## src/hw/mem_decode_pkg.sv

```systemverilog
package mem_decode_pkg;

   // Address windows, upper two address bits
   localparam logic [1:0]  ROOT_WIN         = 2'h3;  // C000-FFFF
   localparam logic [1:0]  PAGE_WIN         = 2'h2;  // 8000-BFFF
   // Ten-phase system cycle
   localparam int          PHASE_COUNT      = 10;
   localparam logic [3:0]  PHASE_LAST       = 4'h9;
   localparam logic [3:0]  CPU_PHASE_A      = 4'h0;
   localparam logic [3:0]  CPU_PHASE_B      = 4'h5;
   localparam logic [3:0]  PHASE_RESET      = 4'h0;
   // Page port values; page bits 3:2 choose the ROM
   localparam logic [1:0]  ROM_SEL_0        = 2'h0;
   localparam logic [1:0]  ROM_SEL_1        = 2'h1;
   localparam logic [1:0]  ROM_SEL_2        = 2'h2;
   localparam logic [3:0]  PAGE_RESET       = 4'h8;
   // Supply monitoring: settle after supply good in microseconds, standby pulse in nanoseconds
   localparam int          POWERUP_DELAY_US = 100;
   localparam int          CLK_MHZ          = 100;
   localparam int          POWERUP_CYCLES   = POWERUP_DELAY_US * CLK_MHZ;
   localparam int          STANDBY_PULSE_NS = 1000;
   localparam int          STANDBY_CYCLES   = STANDBY_PULSE_NS / 10;

   typedef enum logic [1:0] {
      PWR_DOWN    = 2'b00,
      PWR_SETTLE  = 2'b01,
      PWR_RUN     = 2'b10
   } power_state_t;

endpackage

```

## src/hw/rom_page_ram_phase_decoder.sv

```systemverilog
`timescale 1ns/1ps
`default_nettype none
// Functional notes
// 192k ROM over three devices, 32k RAM.
// ROM selected only in upper half.
// C000-FFFF always third ROM, bits high.
// 8000-BFFF bank chosen by page port.
// Page bits 3:2 pick one ROM select.
// ROM A14/A15 are inverted page bits.
// CPU gets RAM in phases 0, 5.
// CPU buffers on, own drivers off then.
// RAM data always passes through array.
// Port transfers also only phases 0, 5.
// Supply loss raises NMI to processor.
// Processor pulses RAM into standby.
// Array reset held until power-up delay.
// Page 1100-1111 decode like root.
module rom_page_ram_phase_decoder #(
   parameter int POWERUP_CYCLES_P = mem_decode_pkg::POWERUP_CYCLES
) (
   input  wire logic        clk,
   input  wire logic        arst_n,
   // Processor bus
   input  wire logic [15:0] cpuAddr,
   input  wire logic        cpuValid,
   input  wire logic        cpuWrite,
   input  wire logic        cpuPortSel,
   input  wire logic [7:0]  cpuWrData,
   output logic [7:0]       cpuRdData,
   output logic             cpuRdValid,
   // Page port and supply
   input  wire logic [3:0]  pageBits,
   input  wire logic        supplyGood,
   input  wire logic        standbyPulse,
   // ROM side
   output logic             rom0_select_n,
   output logic             rom1_select_n,
   output logic             rom2_select_n,
   output logic             rom_addr_bit14,
   output logic             rom_addr_bit15,
   // RAM side
   output logic [14:0]      ramAddr,
   output logic             cpuAddrBufEn,
   output logic             arrayAddrDrvEn,
   output logic             ramSelect_n,
   output logic             ramWrite_n,
   output logic [7:0]       ramWrData,
   output logic             ramDataOe,
   input  wire logic [7:0]  ramRdData,
   // Ports and system
   output logic             portStrobe,
   output logic             nmiReq_n,
   output logic             arrayReset_n,
   output logic [3:0]       phaseOut
);
   import mem_decode_pkg::*;

   // All decoder state except the phase counter lives in one register
   typedef struct packed {
      // Pin synchronisers
      logic [1:0]   goodSync;
      logic [3:0]   pageSync0;
      logic [3:0]   pageSync1;
      logic         sbSync0;
      logic         sbSync1;

      // ROM side
      logic         rom0N;
      logic         rom1N;
      logic         rom2N;
      logic         a14;
      logic         a15;

      // RAM side
      logic [14:0]  ramAddr;
      logic         cpuBuf;
      logic         arrDrv;
      logic         ramSelN;
      logic         ramWrN;
      logic [7:0]   wrData;
      logic         dataOe;

      // Processor return, ports and supply
      logic [7:0]   rdData;
      logic         rdValid;
      logic         portStb;
      logic         nmiN;
      logic         standby;
      logic         arrRstN;
      power_state_t pwr;
      logic [31:0]  count;
      logic [3:0]   phase;
   } dec_state_t;

   dec_state_t  s_q;
   dec_state_t  s_d;
   logic [3:0]  phase;
   logic        cpuPhase;

   // Phase counter of the ten-phase cycle
   phase_sequencer u_seq (
      .clk      (clk),
      .arst_n   (arst_n),
      .phase    (phase),
      .cpuPhase (cpuPhase)
   );

   // ROM decode for one address and page value
   function automatic logic [4:0] romDecode(input logic [15:0] a,
                                            input logic [3:0]  p);
      logic [4:0] r;
      r = 5'h1F;                                // {rom0,rom1,rom2,a14,a15}
      if (a[15]) begin
         // Root window ignores the page port
         if (a[15:14] == ROOT_WIN) begin
            r = 5'b11011;
         end else if (p[3:2] == ROM_SEL_0) begin
            r = {3'b011, ~p[0], ~p[1]};
         end else if (p[3:2] == ROM_SEL_1) begin
            r = {3'b101, ~p[0], ~p[1]};
         end else if (p[3:2] == ROM_SEL_2) begin
            r = {3'b110, ~p[0], ~p[1]};
         end else begin
            // Page bits 3:2 of 11 are unassigned; fall back to root
            r = 5'b11011;
         end
      end
      return r;
   endfunction

   // Slot grant shared by RAM and port requests
   function automatic logic slotGrant(input logic slot,
                                      input logic valid,
                                      input logic portSel,
                                      input logic wantPort);
      logic g;
      g = slot && valid && (portSel == wantPort);
      return g;
   endfunction

   // Next state of decode, RAM slotting and supply sequencing
   always_comb begin
      logic [4:0] rom;
      logic       ramHit;
      rom = 5'h1F;
      ramHit = 1'b0;
      s_d = s_q;
      // Pins from the board pass two flops before use
      s_d.goodSync  = {s_q.goodSync[0], supplyGood};
      s_d.pageSync0 = pageBits;
      s_d.pageSync1 = s_q.pageSync0;
      s_d.sbSync0   = standbyPulse;
      s_d.sbSync1   = s_q.sbSync0;
      s_d.phase     = phase;

      // ROM selects follow the request one clock later
      rom = romDecode(cpuAddr, s_q.pageSync1);
      if (!cpuValid || cpuPortSel) begin
         rom = 5'h1F;
      end
      s_d.rom0N = rom[4];
      s_d.rom1N = rom[3];
      s_d.rom2N = rom[2];
      s_d.a14   = rom[1];
      s_d.a15   = rom[0];

      // 32k RAM sits in the lower half of the map
      ramHit = cpuValid && !cpuPortSel && !cpuAddr[15];
      s_d.cpuBuf  = cpuPhase;
      s_d.arrDrv  = !cpuPhase;
      s_d.ramAddr = cpuAddr[14:0];
      s_d.ramSelN = 1'b1;
      s_d.ramWrN  = 1'b1;
      s_d.dataOe  = 1'b0;
      s_d.rdValid = 1'b0;
      s_d.portStb = 1'b0;
      // Accesses outside the slots wait; the processor holds its request
      if (slotGrant(cpuPhase, ramHit, 1'b0, 1'b0) &&
          !s_q.standby) begin
         s_d.ramSelN = 1'b0;
         s_d.ramWrN  = !cpuWrite;
         s_d.wrData  = cpuWrData;
         s_d.dataOe  = cpuWrite;
      end
      // Port strobes repeat in every slot while the request is held
      if (slotGrant(cpuPhase, cpuValid, cpuPortSel, 1'b1)) begin
         s_d.portStb = 1'b1;
      end
      // Read data is latched one cycle after the slot, never bypassed
      if (!s_q.ramSelN && s_q.ramWrN) begin
         s_d.rdData  = ramRdData;
         s_d.rdValid = 1'b1;
      end

      // Supply loss requests NMI; the processor pulse arms standby
      s_d.nmiN = s_q.goodSync[1];
      if (s_q.sbSync1) begin
         s_d.standby = 1'b1;
      end

      case (s_q.pwr)
         PWR_DOWN: begin
            // Array held while the synchronised supply is bad
            s_d.arrRstN = 1'b0;
            s_d.count   = '0;
            if (s_q.goodSync[1]) begin
               s_d.pwr = PWR_SETTLE;
            end
         end
         PWR_SETTLE: begin
            // Settle count runs with the array still held
            s_d.arrRstN = 1'b0;
            if (!s_q.goodSync[1]) begin
               s_d.pwr = PWR_DOWN;
            end else if (s_q.count >= 32'(POWERUP_CYCLES_P - 1)) begin
               s_d.pwr     = PWR_RUN;
               s_d.arrRstN = 1'b1;
               // A standby request in this same cycle still wins
               s_d.standby = s_q.sbSync1;
            end else begin
               s_d.count = s_q.count + 32'd1;
            end
         end
         PWR_RUN: begin
            // Any supply loss re-arms the hold
            if (!s_q.goodSync[1]) begin
               s_d.pwr = PWR_DOWN;
            end
         end
         default: begin
            // Unused code falls back to the safe state
            s_d.pwr = PWR_DOWN;
         end
      endcase
   end

   // Reset values: ROMs and RAM idle, array held in reset
   always_ff @(posedge clk or negedge arst_n) begin
      if (!arst_n) begin
         // Supply synchroniser starts at the good level: no false NMI
         s_q.goodSync  <= '1;
         s_q.pageSync0 <= PAGE_RESET;
         s_q.pageSync1 <= PAGE_RESET;
         s_q.sbSync0   <= 1'b0;
         s_q.sbSync1   <= 1'b0;
         // ROM side idle
         s_q.rom0N     <= 1'b1;
         s_q.rom1N     <= 1'b1;
         s_q.rom2N     <= 1'b1;
         s_q.a14       <= 1'b1;
         s_q.a15       <= 1'b1;
         // RAM side idle, gate array owns the address bus
         s_q.ramAddr   <= '0;
         s_q.cpuBuf    <= 1'b0;
         s_q.arrDrv    <= 1'b1;
         s_q.ramSelN   <= 1'b1;
         s_q.ramWrN    <= 1'b1;
         s_q.wrData    <= '0;
         s_q.dataOe    <= 1'b0;
         // Processor return and port strobe quiet
         s_q.rdData    <= '0;
         s_q.rdValid   <= 1'b0;
         s_q.portStb   <= 1'b0;
         // Supply sequencing, array held in reset
         s_q.nmiN      <= 1'b1;
         s_q.standby   <= 1'b0;
         s_q.arrRstN   <= 1'b0;
         s_q.pwr       <= PWR_DOWN;
         s_q.count     <= '0;
         s_q.phase     <= PHASE_RESET;
      end else begin
         s_q <= s_d;
      end
   end

   // Processor read return
   assign cpuRdData      = s_q.rdData;
   assign cpuRdValid     = s_q.rdValid;

   // ROM side
   assign rom0_select_n  = s_q.rom0N;
   assign rom1_select_n  = s_q.rom1N;
   assign rom2_select_n  = s_q.rom2N;
   assign rom_addr_bit14 = s_q.a14;
   assign rom_addr_bit15 = s_q.a15;

   // RAM side
   assign ramAddr        = s_q.ramAddr;
   assign cpuAddrBufEn   = s_q.cpuBuf;
   assign arrayAddrDrvEn = s_q.arrDrv;
   assign ramSelect_n    = s_q.ramSelN;
   assign ramWrite_n     = s_q.ramWrN;
   assign ramWrData      = s_q.wrData;
   assign ramDataOe      = s_q.dataOe;

   // Ports and system
   assign portStrobe     = s_q.portStb;
   assign nmiReq_n       = s_q.nmiN;
   assign arrayReset_n   = s_q.arrRstN;
   assign phaseOut       = s_q.phase;

endmodule // rom_page_ram_phase_decoder
`default_nettype wire

```

## src/hw/phase_sequencer.sv

```systemverilog
`timescale 1ns/1ps
`default_nettype none
// Ten-phase system cycle counter, phase 0 first after reset
module phase_sequencer (
   input  wire logic       clk,
   input  wire logic       arst_n,
   output logic [3:0]      phase,
   output logic            cpuPhase
);
   import mem_decode_pkg::*;

   typedef struct packed {
      logic [3:0] phase;
   } seq_state_t;

   seq_state_t state_q;
   seq_state_t state_d;

   // Wrap after the last phase
   always_comb begin
      state_d = state_q;
      if (state_q.phase == PHASE_LAST) begin
         state_d.phase = PHASE_RESET;
      end else begin
         state_d.phase = state_q.phase + 4'h1;
      end
   end

   always_ff @(posedge clk or negedge arst_n) begin
      if (!arst_n) begin
         state_q <= '0;
      end else begin
         state_q <= state_d;
      end
   end

   assign phase    = state_q.phase;
   // Processor slots of the cycle
   assign cpuPhase = (state_q.phase == CPU_PHASE_A) ||
                     (state_q.phase == CPU_PHASE_B);

endmodule // phase_sequencer
`default_nettype wire

```

## config.mk

```make
export PLATFORM = sky130hd
export DESIGN_NAME = rom_page_ram_phase_decoder
export DESIGN_NICKNAME = d
export VERILOG_FILES = /design/src/hw/mem_decode_pkg.sv /design/src/hw/rom_page_ram_phase_decoder.sv /design/src/hw/phase_sequencer.sv
export SDC_FILE = /design/constraint.sdc
export NUM_CORES = 1
export LEC_CHECK = 0
export ABC_CLOCK_PERIOD_IN_PS = 6000
export BUFFER_PORTS_ARGS = -buffer_cell sky130_fd_sc_hd__buf_4
export CAP_MARGIN = 20
export CORE_ASPECT_RATIO = 1.5
export CORE_MARGIN = 8
export CORE_UTILIZATION = 57
export DETAILED_ROUTE_END_ITERATION = 7
export GPL_TIMING_DRIVEN = 0
export PLACE_DENSITY = 0.84
export SLEW_MARGIN = 20
export SYNTH_ARGS = -nofsm -noshare
export SYNTH_HDL_FRONTEND = slang
export SYNTH_SLANG_ARGS = --single-unit
```

## constraint.sdc

```tcl
create_clock -name clk -period 6 [get_ports clk]
set_input_delay 0.6 -clock clk [delete_from_list [all_inputs] [get_ports clk]]
set_output_delay 0.6 -clock clk [all_outputs]
set_load 0.03 [all_outputs]
```

==> run summary, run 1 <==
status - finished, final reports clean
I/O pin total - 92
largest net degree at the start of global routing - 101
vias in the first global route - 2650
final std cells w/o fill - 479
GR Util All Layers - 0.177
Ys Warns - 0
IO Port Bufs - 91
Die Span Y - 116 um
commonest cells after routing, fill and taps aside - 125 x buf_4, 87 x dfrtp_1, 21 x nand2_1
# nets final - 442
Hold Path Class - primary input to asynchronous set/reset pin
sequential fraction of the synthesis area - 0.659
Antenna diodes - 0
Peak VDD IR - 0.152 mV
GRT Residual Overflow - 0
Site Rows - 36
Max stage delay on crit path - 0.61 ns
synthesized area - 0.00382 mm^2
final instance area - 0.00478 mm^2
Tot Pwr - 1.18 mW
R2R Path End - s_q[4]
synthesized area per cell - 12.9 um^2
post-cts sizing count - 0
first-pass GRT wire length - 13500 um
CP arrival - 2.71 ns
WL per Instance - 17.1 um
CTS tree - done
Crit Path Class - flip-flop to flip-flop
setup bufs post-CTS - 0
syn_nets - 340
share of cells above drive strength 1 - 0.442
setup violators final - 0
Critical Path Start Type - flip-flop
Reg-to-Reg Start - s_q[22]
reg2reg path depth - 5
Syn-to-layout area delta - 25.0%
fin crit share - 0.411
final WL - 8190 um
Mapped Cells - 296
r2r setup slk - 3.53 ns
setup_tns - 0 ns
via/cell ratio - 5.31
Final Hold Vio Count - 0
CP cell instances - nor4_1 -> o2111ai_1 -> nor3_1 -> a21oi_1 -> mux2_2
LEAKAGE - 2.37 nW
CP max-delay cell - nor3_1
clock latency on the worst-skew pair - 0.36 ns
Worst slew margin - 0.421
Worst-Margin Slew - 0.868 ns
most common cell after layout, fill and taps aside - buf_4
GP Congestion - 0.890
Final Critical Period - 2.47 ns
post-synth cell types - 40
post-layout util - 0.736
DP Area - 0.00460 mm^2
max-cap violations - 0
Via Count - 2545
placed cell count - 463
htree depth - 3
initial drt markers - 90
Post-CTS Hold Buffers - 0
Clock Sinks - 100
Clock Tree Buf Depth - 2
antenna violations before repair - 0
clock root buffer - clkbuf_8
Critical Path End Type - flip-flop
register bit total from synthesis - 100
max-slew violations - 0
RSZ-0062 raised after global routing - false
Initial Utilization - 0.589
Worst EP required - 6.24 ns
Detailed Routing Iterations Pass 1 - 4
PD cells - 246 mW/mm^2
area leader, netlist - dfrtp_1
DR DRC count - 0
DP HPWL - 6050 um
clk_skew - 0.00738 ns
Core ar. - 0.00649 mm^2
die area - 0.00963 mm^2
area share of the largest cell type after synthesis - 0.570
Crit Path Max Fanout - 10
top post-synthesis cells by area - dfrtp_1 57%, dfstp_2 8.9%, buf_4 6.9%
Clk pin slew, worst setup/hold paths - 0.09 ns
Final ANT Viol Nets - 0
DIE WIDTH - 82.9 um
cts bufs inserted - 9
f_max - 405 MHz
## state kept, by name (all words and copies together), names as in the netlist, 4 cells and up
register	flops
phaseOut	4
cpuRdData	8
u_seq.phase	4
ramWrData	8
s_q	40
s_d	7
ramAddr	15
## worst max path at each step
| stage | startpoint | to | slack [ns] | cells after the start |
|---|---|---|---|---|
| after global placement | s_d[40] | s_q[12] | 3.69 | 5 |
| final | s_q[22] | s_q[4] | 3.53 | 5 |
| after global routing | s_q[22] | s_q[4] | 3.38 | 5 |
| after detailed placement | s_q[32] | s_q[4] | 3.66 | 5 |
| after CTS | s_q[32] | s_q[4] | 3.53 | 5 |
| after floorplan | s_q[33] | s_q[10] | 4.00 | 6 |
## metal layers
metal | track usage | vias up | part of all wire
li1 | - | 1183 | -
met1 | 0.204 | 1240 | 0.42
met2 | 0.293 | 102 | 0.49
met3 | 0.0607 | 20 | 0.067
met4 | 0.0812 | 0 | 0.027
met5 | 0 | - | 0
## stage by stage
| step | hold WS [ns] | worst slack [ns] |
|---|---|---|
| after floorplan | 0.304 | 4.00 |
| after global placement | 0.332 | 3.69 |
| after detailed placement | 0.336 | 3.66 |
| after CTS | 0.323 | 3.53 |
| after global routing | 0.320 | 3.38 |
| final | 0.312 | 3.53 |
## worst max-delay path, delay by kind of cell (launching register included)
family / cells / cell delay, ns
and+or+nand+nor: 2 / 0.95
AOI/OAI and AO/OA: 2 / 0.66
DFF: 1 / 0.39
muxes: 1 / 0.37
## where the power goes
part	total, mW	switching (mW)	internal (mW)
registers	0.697	0.00711	0.690
logic	0.0943	0.0502	0.0441
clock network	0.384	0.232	0.152
total	1.18	0.289	0.886
## cell usage after synthesis
cell type  count
a211oi_1       3
a21oi_1        7
a22o_1         2
a22oi_1        1
a31o_2         1
a31oi_1        1
a32o_1         1
and2_1        20
and3_1         2
and4_1         2
buf_2          1
buf_4         35
clkbuf_1       5
dfrtp_1       87
dfstp_2       13
ha_1           1
inv_1          6
mux2_2        17
mux2i_1        2
nand2_1       21
nand2b_1       6
nand3_1        9
nand4_1        3
nor2_1         9
nor2b_1        3
nor3_1         6
nor3b_1        1
nor4_1         4
nor4_2         3
o2111ai_1      1
o211ai_1       3
o21a_1         1
o21ai_0        4
o311ai_0       1
o31ai_1        3
or2_2          1
or3_1          2
or4_1          4
xnor2_1        3
xor2_1         1
## kinds of logic (layout without fill, tap and decap cells)
logic type	count (synthesis)	count (layout)	share of synthesized area
buffers and inverters	47	154	0.0809
XOR/XNOR	4	4	0.00917
AO/OA/AOI/OAI	29	29	0.0517
flip-flops	100	100	0.659
adder cells (fa/ha/maj)	1	1	0.00327
AND/OR/NAND/NOR	96	96	0.140
multiplexers	19	19	0.0553
## cell type report
type                       instances  area (um^2)
multi-input combinational        149          993
buffer                            41          287
tap                               76         95.1
fill                             436         1710
clock buffer                       9          124
inverter                           6         22.5
timing repair buffer              91          687
sequential                       100         2520
clock inverter                     7         50.0
Note: power is estimated with default switching activity, not from simulation.
==> run 2, diff against run 1 <==
--- a/config.mk
+++ b/config.mk
@@ -5,15 +5,15 @@
 export SDC_FILE = /design/constraint.sdc
 export NUM_CORES = 1
 export LEC_CHECK = 0
-export ABC_CLOCK_PERIOD_IN_PS = 6000
+export ABC_CLOCK_PERIOD_IN_PS = 2050
 export BUFFER_PORTS_ARGS = -buffer_cell sky130_fd_sc_hd__buf_4
 export CAP_MARGIN = 20
 export CORE_ASPECT_RATIO = 1.5
 export CORE_MARGIN = 8
-export CORE_UTILIZATION = 57
+export CORE_UTILIZATION = 48
 export DETAILED_ROUTE_END_ITERATION = 7
 export GPL_TIMING_DRIVEN = 0
-export PLACE_DENSITY = 0.84
+export PLACE_DENSITY = 0.76
 export SLEW_MARGIN = 20
 export SYNTH_ARGS = -nofsm -noshare
 export SYNTH_HDL_FRONTEND = slang
==> constraint.sdc (replaced) <==
create_clock -name clk -period 2.05 [get_ports clk]
set_input_delay 0.205 -clock clk [delete_from_list [all_inputs] [get_ports clk]]
set_output_delay 0.205 -clock clk [all_outputs]
set_load 0.03 [all_outputs]
==> run 2 against run 1 <==
  * The flow now finishes with violations (setup timing)
  * Sequential share of layout area down 6.1 points
  * Clock-buffer cell count up 1
  * Clock skew up 0.0020 ns
  * Largest cell class unchanged
  * Fmax up 19%
  * Combinational power rose to 3.4 times the previous value
  * Design area up 13%
  * Hold slack worse by 0.24 ns
  * First-iteration DRC count up 3.3%
  * Sequential power rose to 2.9 times the previous value
  * Global-route usage down 1.4 points
  * Core utilization down 4.9 points
  * Die area up 16%
==> run summary, run 2 (synthesis gave the netlist of run 1 again) <==
status - finished with violations
failing checks - setup timing
Initial Utilization - 0.486
Worst Setup EP - s_q[13]
Site Rows - 40
# nets final - 473
Clock Sinks - 100
DP Worst Slack - -0.271 ns
final WL - 9110 um
Worst EP required - 2.25 ns
IO Port Bufs - 91
part of the power in registers - 0.489
Via Count - 2692
Critical Path End Type - flip-flop
Final Hold Vio Count - 0
DR DRC count - 0
initial drt markers - 93
f_max - 484 MHz
GRT Residual Overflow - 0
largest registers - s_q: 40 flops, ramAddr: 15 flops
max-cap violations - 0
clock root buffer - clkbuf_16
Syn-to-layout area delta - 41.4%
clk_skew - 0.00936 ns
R2R Path End - s_q[13]
share of cells above drive strength 1 - 0.468
GP Congestion - 0.820
final std cells w/o fill - 539
Worst-Margin Slew - 0.853 ns
Clock Tree Buf Depth - 2
Detailed Routing Iterations Pass 1 - 5
largest net degree at the start of global routing - 101
Layout fillers - 503
Hold Path Class - primary input to flip-flop
commonest cells after routing, fill and taps aside - 134 x buf_4, 86 x dfrtp_1, 23 x dlygate4sd3_1
fin crit share - 1.01
reg2reg path depth - 6
die area - 0.0111 mm^2
max reg flops - 40
internal power - 3.27 mW
Psw - 912 uW
WL per Instance - 16.9 um
DP HPWL - 5520 um
antenna violations before repair - 0
post-layout util - 0.687
placed cell count - 492
Critical Path Start Type - flip-flop
CP arrival - 2.26 ns
Comb pwr share - 0.077
Crit Path Max Fanout - 10
Tot Pwr - 4.18 mW
Core ar. - 0.00786 mm^2
Final ANT Viol Nets - 0
setup violators final - 1
first-pass GRT wire length - 14000 um
Die Span Y - 125 um
PD cells - 774 mW/mm^2
cts bufs inserted - 9
vias in the first global route - 2833
I/O pin total - 92
Clock Power Share - 0.434
Final Worst Setup Slack - -0.0141 ns
Reg-to-Reg Start - s_q[33]
htree depth - 3
CP max-delay cell - or3_4
max-slew violations - 0
Peak VDD IR - 0.453 mV
largest reg by FF count - s_q
DIE WIDTH - 88.9 um
GR Util All Layers - 0.163
CP cell instances - nor4_4 -> o2111ai_2 -> or3_4 -> buf_6 -> o31ai_2 -> a21oi_1
Worst slew margin - 0.431
clock latency on the worst-skew pair - 0.34 ns
Clk pin slew, worst setup/hold paths - 0.07 ns
Crit Path Class - flip-flop to flip-flop
LEAKAGE - 2.63 nW
Max stage delay on crit path - 0.46 ns
Hold WS - 0.0698 ns
via/cell ratio - 4.99
r2r setup slk - -0.01 ns
most common cell after layout, fill and taps aside - buf_4
Crit. Startpoint - s_q[33]
sw frac - 0.218
CTS tree - done
Final Critical Period - 2.06 ns
RSZ-0062 raised after global routing - true
Antenna diodes - 0
-- run 2: cell types whose count changed in the layout (fill, tap and decap cells not counted), moves of 3 or more --
| cell | before | now |
|---|---|---|
| nor4_1 | 4 | 1 |
| nor4_4 | 0 | 4 |
| buf_4 | 125 | 134 |
| dlygate4sd3_1 | 0 | 23 |
| clkinvlp_4 | 3 | 0 |
| clkbuf_16 | 0 | 9 |
| o31ai_1 | 3 | 0 |
| clkbuf_8 | 9 | 0 |
-- run 2: worst min path at each step --
stage                startpoint  depth (start not counted)       endpoint  slack, ns
floorplan                arst_n                          0   arrayReset_n      -0.09
global placement     supplyGood                          1        s_d[95]       0.31
detailed placement   supplyGood                          1        s_d[95]       0.32
CTS                 cpuAddr[15]                          2  rom2_select_n       0.03
global route        cpuAddr[15]                          2  rom2_select_n       0.07
finish              cpuAddr[15]                          2  rom2_select_n       0.07
-- run 2: repair_timing --
action,CTS,global route
hold buffers,23,0
buffers inserted,6,3
gates resized for setup,16,17
hold endpoints to repair,58,0
pin swaps,11,8
endpoints found under the setup margin,24,30
-- run 2: power groups by stage --
stage | registers, mW | clock network, mW | logic, mW
3_3_place_gp | 2.07 | 0 | 0.272
6_report | 2.04 | 1.82 | 0.322
5_1_grt | 2.05 | 1.93 | 0.347
2_1_floorplan | 2.08 | 0 | 0.119
3_5_place_dp | 2.08 | 0 | 0.278
4_1_cts | 2.04 | 1.85 | 0.320
-- run 2: critical path, delay by kind of cell, from the launching register on --
| family | cells | cell delay (ns) |
|---|---|---|
| compound gates | 3 | 0.54 |
| buf+inv | 1 | 0.17 |
| simple gates | 2 | 0.80 |
| flops | 1 | 0.41 |
-- run 2: metrics by stage --
step           TNS, ns  cell area (um^2)
3_5_place_dp     -4.12              4640
2_1_floorplan        0              3820
4_1_cts        -0.0365              5320
3_3_place_gp     -3.35              4640
6_report       -0.0141              5400
5_1_grt         -0.427              5400
-- run 2: cell type report --
type | count | area (um^2) | area share
buffer | 40 | 290 | 0.0537
clock buffer | 10 | 229 | 0.0424
clock inverter | 6 | 93.8 | 0.0174
inverter | 6 | 22.5 | 0.00417
multi-input combinational | 149 | 1130 | 0.209
sequential | 100 | 2520 | 0.467
tap | 105 | 131 | 0.0243
timing repair buffer | 123 | 985 | 0.182
-- run 2: routing by layer --
metal	vias to the layer above	routed length [um]	global-route usage
li1	1243	-	-
met1	1308	3390	0.183
met2	116	4690	0.275
met3	25	736	0.0321
met4	0	297	0.0921
met5	-	0	0
==> run 3, diff against run 2 <==
--- a/config.mk
+++ b/config.mk
@@ -10,11 +10,14 @@
 export CAP_MARGIN = 20
 export CORE_ASPECT_RATIO = 1.5
 export CORE_MARGIN = 8
-export CORE_UTILIZATION = 48
+export CORE_UTILIZATION = 50
+export CTS_BUF_LIST = sky130_fd_sc_hd__clkbuf_4
+export CTS_CLUSTER_SIZE = 14
 export DETAILED_ROUTE_END_ITERATION = 7
 export GPL_TIMING_DRIVEN = 0
-export PLACE_DENSITY = 0.76
+export PLACE_DENSITY = 0.78
 export SLEW_MARGIN = 20
 export SYNTH_ARGS = -nofsm -noshare
 export SYNTH_HDL_FRONTEND = slang
 export SYNTH_SLANG_ARGS = --single-unit
+export TNS_END_PERCENT = 10
==> run 3 against run 2 <==
  * The flow now finishes without violations
  * Sequential share of layout area is 0.43 points lower
  * Clock-buffer cell count is 1 lower
  * Combinational power is 10% higher
  * Hold slack better by 0.12 ns
  * Clock power is 37% lower
  * Die area is 3.4% lower
  * Highest routed layer unchanged
==> run summary, run 3 (synthesis gave the netlist of run 1 again) <==
status - finished, final reports clean
clk_skew - 0.0130 ns
DIE WIDTH - 87.4 um
Critical Path End Type - flip-flop
final WL - 9790 um
Clk pin slew, worst setup/hold paths - 0.15 ns
die area - 0.0108 mm^2
largest net degree at the start of global routing - 101
Site Rows - 39
max-cap violations - 0
Clock Power Share - 0.325
clock latency on the worst-skew pair - 0.44 ns
final std cells w/o fill - 557
Hold Path Class - primary input to flip-flop
Psw - 843 uW
Final Critical Period - 2.05 ns
I/O pin total - 92
GP Congestion - 0.845
PD cells - 652 mW/mm^2
LEAKAGE - 2.65 nW
share of cells above drive strength 1 - 0.453
IO Port Bufs - 91
Hold WS - 0.186 ns
DP Worst Slack - -0.278 ns
first-pass GRT wire length - 15200 um
commonest cells after routing, fill and taps aside - 136 x buf_4, 86 x dfrtp_1, 42 x dlygate4sd3_1
initial drt markers - 102
CTS tree - done
GRT Residual Overflow - 0
max reg flops - 40
Die Span Y - 123 um
Worst-Margin Slew - 0.861 ns
Syn-to-layout area delta - 42.7%
setup_tns - 0 ns
via/cell ratio - 5.07
largest reg by FF count - s_q
setup violators final - 0
crit-path leading delay family - simple AND/OR/NAND/NOR gates
Clock Sinks - 100
RSZ-0062 raised after global routing - true
Critical Path Start Type - flip-flop
DP HPWL - 5510 um
# nets final - 494
Clock Tree Buf Depth - 2
largest registers - s_q: 40 flops, ramAddr: 15 flops
f_max - 489 MHz
DR DRC count - 0
area occupied by multi-input gates - 0.00114 mm^2
Final Hold Vio Count - 0
Worst EP required - 2.41 ns
Max stage delay on crit path - 0.48 ns
WL per Instance - 17.6 um
most common cell after layout, fill and taps aside - buf_4
CP max-delay cell - or4_1
max-slew violations - 0
Crit Path Class - flip-flop to flip-flop
Via Count - 2825
clock root buffer - clkbuf_4
cts bufs inserted - 9
Worst slew margin - 0.426
Layout fillers - 453
Initial Utilization - 0.508
Peak VDD IR - 0.371 mV
Crit Path Max Fanout - 8
CP cell instances - nor4_4 -> a211oi_4 -> or3_4 -> or4_1 -> a21oi_1
Antenna diodes - 0
Buf/Inv on CP - 0
Comb pwr share - 0.100
part of the power in registers - 0.576
internal power - 2.71 mW
GR Util All Layers - 0.186
Final ANT Viol Nets - 0
htree depth - 3
fin crit share - 0.998
Final Worst Setup Slack - 0.00334 ns
Detailed Routing Iterations Pass 1 - 4
Core ar. - 0.00751 mm^2
sw frac - 0.237
antenna violations before repair - 0
CP arrival - 2.41 ns
FF/Latch Area - 0.00252 mm^2
placed cell count - 489
post-layout util - 0.725
vias in the first global route - 2884
[run 3: cell count changes in the layout (fill, tap and decap cells not counted), moves of 2 or more]
cell           change
dlygate4sd3_1     +19
clkbuf_16          -9
clkbuf_4           +9
buf_4              +2
[run 3: through the flow]
step / power [mW] / cell area [um^2]
after floorplan: 2.20 / 3820
after global placement: 2.35 / 4630
after detailed placement: 2.36 / 4640
after CTS: 3.57 / 5330
after global routing: 3.70 / 5450
final: 3.55 / 5450
[run 3: worst paths after layout]
check | start | endpoint | slack (ns) | cells after the start
max | s_q[10] | s_q[10] | 0.003 | 5
min | cpuValid | rom2_select_n | 0.19 | 3
max reg2reg | s_q[10] | s_q[10] | 0.003 | 5
min reg2reg | s_d[89] | s_q[89] | 0.35 | 0
max in group asynchronous | arst_n | s_q[11] | 1.04 | 2
min in group asynchronous | arst_n | ramAddr[12] | 0.41 | 2
[run 3: cell type report]
cell class,count,area share
sequential,100,0.462
timing repair buffer,144,0.218
multi-input combinational,149,0.208
buffer,40,0.0530
tap,102,0.0234
clock inverter,7,0.0181
clock buffer,9,0.0124
inverter,6,0.00413
[run 3: power groups by stage]
stage                     sequential [mW]  clock [mW]  combinational (mW)
after global routing                 2.05        1.27               0.381
after CTS                            2.04        1.18               0.350
after global placement               2.07           0               0.271
final                                2.05        1.15               0.355
after detailed placement             2.08           0               0.279
after floorplan                      2.08           0               0.119
[run 3: tightest hold or removal path, delay by kind of cell]
family | cells | cell delay (ns)
AOI/OAI and AO/OA | 1 | 0.12
and+or+nand+nor | 1 | 0.16
buffers and inverters | 1 | 0.11
[run 3: layer usage]
metal  GRT usage  up-vias  routed length, um
met5           0        -                  0
met3      0.0532       11                676
met2       0.325      116               5130
li1            -     1290                  -
met4      0.0605        0                137
met1       0.214     1408               3850
[run 3: repair_timing]
item / CTS / global route
resized for setup: 15 / 16
endpoints found under the setup margin: 24 / 32
hold buffers: 42 / 0
pin swaps: 13 / 8
hold endpoints to repair: 132 / 0
setup buffers: 6 / 5
cloned: 0 / 0
